`src/hdl/prc_map.svh`:
```
`ifndef PRC_MAP_SVH
`define PRC_MAP_SVH

// Register offsets on the serial register port
`define PRC_USER_CONTROL_ADDR 7'h6a
`define PRC_POWER_CONTROL_ONE_ADDR 7'h6b

// user_control field positions
`define PRC_UC_BUF_EN_BIT 6
`define PRC_UC_BUF_CLR_BIT 2
`define PRC_UC_PATH_CLR_BIT 0
`define PRC_UC_RESERVED_MASK 8'hba

// Reset values
`define PRC_UC_RESET 8'h00
`define PRC_PWR_RESET 8'h01

// timebase_source_pick codes
`define PRC_CLK_OSC_A 3'h0
`define PRC_CLK_AUTO 3'h1
`define PRC_CLK_OSC_B 3'h6
`define PRC_CLK_STOP 3'h7

// Timing, in picoseconds, and the counts derived from them
`define PRC_MCLK_PERIOD_PS 5000
`define PRC_OSC_PERIOD_PS 50000
`define PRC_OSC_DIV (`PRC_OSC_PERIOD_PS / `PRC_MCLK_PERIOD_PS)
`define PRC_BASE_PERIOD_PS 1000000000
`define PRC_BASE_OSC_TICKS (`PRC_BASE_PERIOD_PS / `PRC_OSC_PERIOD_PS)
`define PRC_DEV_RST_LAST 2'h1

`endif

```
`src/hdl/prc_pkg.sv`:
```
package prc_pkg;

  typedef enum logic [1:0] {
    PM_AWAKE = 2'b00,
    PM_SLEEP = 2'b01,
    PM_DOZE = 2'b10,
    PM_WAKE = 2'b11
  } prc_pm_type;

  typedef struct packed {
    logic wr;
    logic rd;
    logic [6:0] addr;
    logic [7:0] wdata;
  } prc_req_type;

  typedef struct packed {
    logic dev_reset;
    logic sleep;
    logic cycle;
    logic gyro_standby;
    logic thermometer_off;
    logic [2:0] timebase_source_pick;
  } prc_pwr_type;

  typedef struct packed {
    logic gyro;
    logic accel;
    logic temp;
  } prc_path_type;

  typedef struct packed {
    logic buffer_access_en;
    logic buffer_clear;
    prc_path_type path_clear;
    logic sensor_regs_clear;
    logic regs_default;
    logic sleep_state;
    logic wake_strobe;
    logic sample_strobe;
    logic gyro_drive_on;
    logic gyro_sense_on;
    logic temp_sensor_on;
    logic clk_use_osc;
    logic clk_use_pll;
    logic timing_reset;
  } prc_out_type;

  typedef struct packed {
    logic uc_buf_en;
    logic uc_buf_clr;
    logic uc_path_clr;
    prc_pwr_type pwr;
    logic [1:0] dev_cnt;
    prc_pm_type pm;
    logic pll_meta;
    logic pll_sync;
    logic [7:0] rdata;
    prc_out_type out;
  } prc_state_type;

endpackage

```
`src/hdl/prc_tick_div.sv`:
```
`timescale 1ns/1ps
`default_nettype none

module prc_tick_div #(
  parameter int WIDTH = 8
) (
  // Clock and reset
  input wire logic mclk,
  input wire logic rst_n,
  // Count control
  input wire logic enable,
  input wire logic [WIDTH-1:0] limit,
  // One-cycle tick every limit+1 enables
  output logic tick
);

  typedef struct packed {
    logic [WIDTH-1:0] count;
    logic tick;
  } prc_div_state_type;

  prc_div_state_type s;
  prc_div_state_type next_s;

  always_comb begin
    next_s = s;
    next_s.tick = 1'b0;
    if (enable) begin
      if (s.count >= limit) begin
        next_s.count = '0;
        next_s.tick = 1'b1;
      end else begin
        next_s.count = s.count + 1'b1;
      end
    end
  end

  always_ff @(posedge mclk or negedge rst_n) begin
    if (!rst_n) begin
      s <= '0;
    end else begin
      s <= next_s;
    end
  end

  assign tick = s.tick;

endmodule // prc_tick_div

`default_nettype wire

```
`src/hdl/prc_power_ctrl.sv`:
```
// What this block does
// - Buffer enable bit gates serial buffer access
// - Buffer clear bit resets whole buffer asynchronously
// - Buffer clear self-clears after one oscillator cycle
// - Path clear resets gyro, accel, temp paths
// - Path clear also zeroes sensor output registers
// - Reinitialise bit restores all register defaults
// - Reinitialise bit self-clears when reset is done
// - Sleep bit holds the device asleep
// - Cycle bit, with gyro standby off, alternates sleep and one sample
// - All accel axes off: wake, no sample
// - Gyro standby keeps drive, disables sense paths
// - Thermometer off bit disables temperature sensor
// - Codes 0 and 6 pick internal oscillator
// - Codes 1 to 5 pick PLL when ready
// - Code 7 stops clock, holds timing reset
// - Source selector resets to auto-select code
`include "prc_map.svh"
`timescale 1ns/1ps
`default_nettype none

module prc_power_ctrl #(
  parameter int BASE_OSC_TICKS = `PRC_BASE_OSC_TICKS
) (
  // Clock and reset
  input wire logic mclk,
  input wire logic nrst,
  // Register port
  input wire prc_pkg::prc_req_type reg_req,
  output logic [7:0] reg_rdata,
  // Surrounding device state
  input wire logic pll_ready,
  input wire logic [7:0] sample_interval_divider,
  input wire logic [2:0] accel_axis_standby,
  // Controls to the sensor core
  output prc_pkg::prc_out_type ctl_out
);

  ////////////////////////////////////////////////////////////////////////////
  // Reset release and timebases

  logic [1:0] rst_pipe;
  logic rst_n;
  logic osc_tick;
  logic base_tick;
  logic interval_tick;

  always_ff @(posedge mclk or negedge nrst) begin
    if (!nrst) begin
      rst_pipe <= 2'h0;
    end else begin
      rst_pipe <= {rst_pipe[0], 1'b1};
    end
  end

  assign rst_n = rst_pipe[1];

  // Stands in for the internal 20 MHz oscillator
  prc_tick_div #(.WIDTH(4)) u_osc_div (
    .mclk(mclk),
    .rst_n(rst_n),
    .enable(1'b1),
    .limit(4'(`PRC_OSC_DIV - 1)),
    .tick(osc_tick)
  );

  prc_tick_div #(.WIDTH(15)) u_base_div (
    .mclk(mclk),
    .rst_n(rst_n),
    .enable(osc_tick),
    .limit(15'(BASE_OSC_TICKS - 1)),
    .tick(base_tick)
  );

  // Wake rate of cycle mode follows the sample interval divider
  prc_tick_div #(.WIDTH(8)) u_interval_div (
    .mclk(mclk),
    .rst_n(rst_n),
    .enable(base_tick),
    .limit(sample_interval_divider),
    .tick(interval_tick)
  );

  ////////////////////////////////////////////////////////////////////////////
  // Clock source decode

  // Returns {use_osc, use_pll, timing_reset}
  function automatic logic [2:0] clk_decode(input logic [2:0] sel,
                                            input logic pll_ok);
    case (sel)
      `PRC_CLK_OSC_A, `PRC_CLK_OSC_B: begin
        clk_decode = 3'h4;
      end
      `PRC_CLK_STOP: begin
        clk_decode = 3'h1;
      end
      default: begin
        clk_decode = pll_ok ? 3'h2 : 3'h4;
      end
    endcase
  endfunction

  ////////////////////////////////////////////////////////////////////////////
  // State

  prc_pkg::prc_state_type s;
  prc_pkg::prc_state_type next_s;
  logic wr_uc;
  logic wr_pwr;
  logic rd_uc;
  logic cyc_go;
  logic all_axes_off;

  assign wr_uc = reg_req.wr && !s.pwr.dev_reset &&
                 reg_req.addr == `PRC_USER_CONTROL_ADDR;
  assign wr_pwr = reg_req.wr && !s.pwr.dev_reset &&
                  reg_req.addr == `PRC_POWER_CONTROL_ONE_ADDR;
  assign rd_uc = reg_req.rd && reg_req.addr == `PRC_USER_CONTROL_ADDR;
  assign cyc_go = s.pwr.cycle && !s.pwr.sleep && !s.pwr.gyro_standby;
  assign all_axes_off = &accel_axis_standby;

  always_comb begin
    next_s = s;
    // The first stage feeds only the second
    next_s.pll_meta = pll_ready;
    next_s.pll_sync = s.pll_meta;

    // Self-clearing pulses end on the next oscillator cycle
    if (osc_tick) begin
      next_s.uc_buf_clr = 1'b0;
      next_s.uc_path_clr = 1'b0;
    end

    // Register reinitialise runs for a few oscillator cycles
    if (s.pwr.dev_reset && osc_tick) begin
      if (s.dev_cnt == `PRC_DEV_RST_LAST) begin
        next_s.pwr = prc_pkg::prc_pwr_type'(`PRC_PWR_RESET);
        next_s.uc_buf_en = 1'(`PRC_UC_RESET >> `PRC_UC_BUF_EN_BIT);
        next_s.uc_buf_clr = 1'b0;
        next_s.uc_path_clr = 1'b0;
        next_s.dev_cnt = 2'h0;
      end else begin
        next_s.dev_cnt = s.dev_cnt + 2'h1;
      end
    end

    // Writes come after the clears so a new set is never lost
    if (wr_uc) begin
      next_s.uc_buf_en = reg_req.wdata[`PRC_UC_BUF_EN_BIT];
      if (reg_req.wdata[`PRC_UC_BUF_CLR_BIT]) begin
        next_s.uc_buf_clr = 1'b1;
      end
      if (reg_req.wdata[`PRC_UC_PATH_CLR_BIT]) begin
        next_s.uc_path_clr = 1'b1;
      end
    end
    if (wr_pwr) begin
      next_s.pwr = prc_pkg::prc_pwr_type'(reg_req.wdata);
      next_s.dev_cnt = 2'h0;
    end

    // Read data, reserved bits forced low
    if (reg_req.rd) begin
      case (reg_req.addr)
        `PRC_USER_CONTROL_ADDR: begin
          next_s.rdata = {1'b0, s.uc_buf_en, 3'h0, s.uc_buf_clr, 1'b0,
                          s.uc_path_clr};
        end
        `PRC_POWER_CONTROL_ONE_ADDR: begin
          next_s.rdata = s.pwr;
        end
        default: begin
          next_s.rdata = 8'h00;
        end
      endcase
    end

    // Power mode; sleep outranks cycling
    case (s.pm)
      prc_pkg::PM_AWAKE: begin
        if (s.pwr.sleep) begin
          next_s.pm = prc_pkg::PM_SLEEP;
        end else if (cyc_go) begin
          next_s.pm = prc_pkg::PM_DOZE;
        end
      end
      prc_pkg::PM_SLEEP: begin
        if (!s.pwr.sleep) begin
          next_s.pm = cyc_go ? prc_pkg::PM_DOZE : prc_pkg::PM_AWAKE;
        end
      end
      prc_pkg::PM_DOZE: begin
        if (s.pwr.sleep) begin
          next_s.pm = prc_pkg::PM_SLEEP;
        end else if (!cyc_go) begin
          next_s.pm = prc_pkg::PM_AWAKE;
        end else if (interval_tick) begin
          next_s.pm = prc_pkg::PM_WAKE;
        end
      end
      prc_pkg::PM_WAKE: begin
        next_s.pm = prc_pkg::PM_DOZE;
      end
      default: begin
        next_s.pm = prc_pkg::PM_AWAKE;
      end
    endcase

    // Outputs are registered copies of the next state
    next_s.out.buffer_access_en = next_s.uc_buf_en;
    next_s.out.buffer_clear = next_s.uc_buf_clr;
    next_s.out.path_clear = {3{next_s.uc_path_clr}};
    next_s.out.sensor_regs_clear = next_s.uc_path_clr;
    next_s.out.regs_default = next_s.pwr.dev_reset;
    next_s.out.sleep_state = next_s.pm == prc_pkg::PM_SLEEP ||
                             next_s.pm == prc_pkg::PM_DOZE;
    next_s.out.wake_strobe = next_s.pm == prc_pkg::PM_WAKE;
    next_s.out.sample_strobe = next_s.pm == prc_pkg::PM_WAKE &&
                               !all_axes_off;
    next_s.out.gyro_drive_on = next_s.pm == prc_pkg::PM_AWAKE;
    next_s.out.gyro_sense_on = next_s.pm == prc_pkg::PM_AWAKE &&
                               !next_s.pwr.gyro_standby;
    next_s.out.temp_sensor_on = !next_s.pwr.thermometer_off &&
                                next_s.pm != prc_pkg::PM_SLEEP;
    {next_s.out.clk_use_osc, next_s.out.clk_use_pll,
     next_s.out.timing_reset} =
      clk_decode(next_s.pwr.timebase_source_pick, next_s.pll_sync);
  end

  always_ff @(posedge mclk or negedge rst_n) begin
    if (!rst_n) begin
      s <= '0;
      s.pwr <= prc_pkg::prc_pwr_type'(`PRC_PWR_RESET);
      s.out.gyro_drive_on <= 1'b1;
      s.out.gyro_sense_on <= 1'b1;
      s.out.temp_sensor_on <= 1'b1;
      s.out.clk_use_osc <= 1'b1;
    end else begin
      s <= next_s;
    end
  end

  assign reg_rdata = s.rdata;
  assign ctl_out = s.out;
endmodule // prc_power_ctrl

`default_nettype wire

```
`config.mk`:
```
export PLATFORM = sky130hd
export DESIGN_NAME = prc_power_ctrl
export DESIGN_NICKNAME = d
export VERILOG_FILES = /design/src/hdl/prc_pkg.sv /design/src/hdl/prc_tick_div.sv /design/src/hdl/prc_power_ctrl.sv
export VERILOG_INCLUDE_DIRS = /design/src /design/src/hdl
export SDC_FILE = /design/constraint.sdc
export NUM_CORES = 1
export LEC_CHECK = 0
export BUFFER_PORTS_ARGS = -buffer_cell sky130_fd_sc_hd__buf_2
export CORE_MARGIN = 2
export CORE_UTILIZATION = 56
export DETAILED_ROUTE_END_ITERATION = 6
export GPL_ROUTABILITY_DRIVEN = 0
export PLACE_DENSITY = 0.79
export SKIP_LAST_GASP = 1
export SYNTH_ARGS = -nofsm -noshare
export SYNTH_HDL_FRONTEND = slang
export SYNTH_SLANG_ARGS = --single-unit
```
`constraint.sdc`:
```
create_clock -name mclk -period 2.36 [get_ports mclk]
set_clock_uncertainty 0.2 [all_clocks]
set_input_delay 0 -clock mclk [delete_from_list [all_inputs] [get_ports mclk]]
set_output_delay 0 -clock mclk [all_outputs]
set_load 0.005 [all_outputs]
```
==> results.toml <==
[cts]
cts_sinks = 65
cts_tree = "done"
clock_latency_ns = 0.34
htreeDepth = 3
clk_pin_slew_ns = 0.07
clockBufferDepth = 2
cts-root-buf = "clkbuf_8"
cts_buffers = 9
postCtsSetupRepairBufs = 0

[yosys]
syn_avg_cell_area_sq_um = 9.67
synth-main-ff-cell = "dfrtp_1"
synth_area_sq_mm = 0.00327
synthArstFlopShare_pct = 100
synthCells = 338
syn-num-nets = 385
synth_area_leaders = "dfrtp_1, ha_1, buf_4, nand2_1, dfstp_2"
synth_top_area_cell = "dfrtp_1"
yosysSeqAreaShare_pct = 50.0
synth_warnings = 0
synth_edf_count = 0
ys_types = 48
ys_seq_elements = 65
yosysTopAreaCellShare_pct = 45.9

[drt]
ant_nets = 0
avgViaCountPerCell = 5.39
routed_wl_mm = 6.40
first_iter_violations = 157
post_drt_wl_per_cell_um = 13.6
drc = 0
drt_first_pass_iters = 4
vias = 2534

[setup_path]
worstPathArrival_ns = 2.24
endpoint_kind = "register"
r2r-start = "u_interval_div.s[5]"
ff2ff_path_depth = 6
critPathBufInv = 0
critical-path-max-stage-delay_ns = 0.54
crit_fanout = 7
timing.rr.end = "u_interval_div.s[3]"
crit_type = "register to register"
worstPathRequired_ns = 2.42
slowest_stage = "or4_1"
crit_chain = "ha_1 > or4_1 > a21oi_2 > o31ai_2 > or2_4 > o2bb2ai_1"
crit_family = "simple AND/OR/NAND/NOR gates"
r2r_slack_ns = 0.18
cp-start-kind = "register"

[sta]
max_freq_mhz = 458
setup_viol = 0
slew_headroom_pct = 60.7
whs_ns = 0.0424
tns_ns = 0
rsz0062_at_grt = "no"
min_period_over_period_pct = 92.4
worst_slew_pin_slew_ns = 0.584
hold_viol_final = 0
slew_violations = 0
min_period_ns = 2.18

[run_status]
status = "finished, final reports clean"

[final_layout]
syn_to_final_growth_pct = 18.1
antenna_cells = 0
final_nets = 440
fill_cells = 408
drive_gt1_share_pct = 22.1
multi_input_area_sq_mm = 0.00132
regArea_sq_mm = 0.00163

[power]
power_leakage_nw = 1.83
p_per_area_mw_per_mm2 = 685
ir_drop_mv = 0.315
totalPowerFinal_mw = 2.65

[die]
die_h_um = 80.4
dieWidth_um = 80.4
die-area_sq_mm = 0.00646
rows = 27
design.portCount = 55
design.core.area_sq_mm = 0.00557
start_util_pct = 58.6

[min_path]
hold_path_end = "u_interval_div.s[2]"
hold_depth = 6
hp-start = "sample_interval_divider[7]"
hold_class = "input port to register"

[global_route]
grt_pass1_vias = 2561
grt_max_degree = 64
grt_remaining_overflow = 0
grt_pass1_wl_mm = 11.1
grt_usage_pct = 22.2
antenna_found_initial = 0

[placed_design]
hpwl_mm = 4.19
portBuffers = 54

[flow_run]
cap_violations = 0
[layout by cell type, fill, tap and decap left out, types with 10 or more instances in the layout]
cell and n:
dfrtp_1 59, nor2_1 31, nand2_1 43, inv_1 29, buf_2 54, dlygate4sd3_1 18
o21ai_0 25, nand2b_1 10, ha_1 16, clkbuf_8 11
[state kept, by name, summed over array words and instances, names as in the netlist]
register,count
ctl_out,13
next_s,1
reg_rdata,8
rst_pipe,2
s,11
u_base_div.s,15
u_base_div.tick,1
u_interval_div.s,8
u_interval_div.tick,1
u_osc_div.s,4
u_osc_div.tick,1
[cells in the mapped netlist, types with 5 or more instances]
cell       number
dfrtp_1        60
nand2_1        43
nor2_1         31
inv_1          29
o21ai_0        25
buf_4          24
ha_1           16
nand2b_1       10
nand4_1         7
o2bb2ai_1       7
xnor2_1         7
xor2_1          7
a31oi_1         6
and3_1          6
a21oi_1         5
dfstp_2         5
[kinds of logic after synthesis]
group / count (synthesis) / share of synthesized area, %
buf+inv: 60 / 9.76
xor+xnor: 14 / 3.75
fa+ha+maj: 16 / 6.13
mux: 3 / 0.957
compound gates: 60 / 11.6
other cells: 1 / 0.115
flops: 65 / 50.0
simple gates: 119 / 17.7
[worst register-to-register path: cells and delay by family, from the launching register on]
kind / cells / cell delay [ns]
adder cells (fa/ha/maj): 1 / 0.22
AO/OA/AOI/OAI: 3 / 0.43
AND/OR/NAND/NOR: 2 / 0.82
flip-flops: 1 / 0.42
[power breakdown]
part / internal (mW) / switching, mW / total (mW)
Clock: 0.652 / 0.423 / 1.08
Sequential: 1.22 / 0.0479 / 1.26
Combinational: 0.146 / 0.159 / 0.305
[through the flow]
step	cell area, sq um	setup slack, ns	std cells	util, %
4_1_cts	3860	0.169	470	69.2
5_1_grt	3860	0.0738	470	69.2
3_3_place_gp	3450	0.275	436	62.0
2_1_floorplan	3270	0.225	338	-
3_5_place_dp	3450	0.190	436	62.0
6_report	3860	0.179	470	69.2
[layer usage]
layer	up-vias	global-route usage, %	share of wire [%]
met1	1237	25.9	44
li1	1218	-	-
met2	67	39.4	50
met5	-	0	0
met4	0	7.46	1.7
met3	12	5.73	4.9
[area by class of cell]
class	instances	area share [%]
clock buffers	13	4.12
clock inverters	3	1.69
inverters	29	2.82
multi-input cells	213	34.1
flip-flops and latches	65	42.3
well taps	72	2.33
repair buffers	75	12.6
[worst max path at each step]
stage	startpoint	endpoint	slack (ns)	cells past startpoint
after floorplan	rst_pipe[1]	ctl_out[0]	0.22	0
after global placement	u_interval_div.s[5]	u_interval_div.s[3]	0.28	6
after detailed placement	u_interval_div.s[5]	u_interval_div.s[3]	0.19	6
after CTS	u_interval_div.s[5]	u_interval_div.s[3]	0.17	6
after global routing	u_interval_div.s[5]	u_interval_div.s[1]	0.07	6
final	u_interval_div.s[5]	u_interval_div.s[3]	0.18	6
[repair_timing]
item,CTS,global route
hold buffers,18,0
gates resized for setup,0,0
setup endpoints to repair,0,0
endpoints found under the hold margin,28,0
Note: power is estimated with default switching activity, not from simulation.
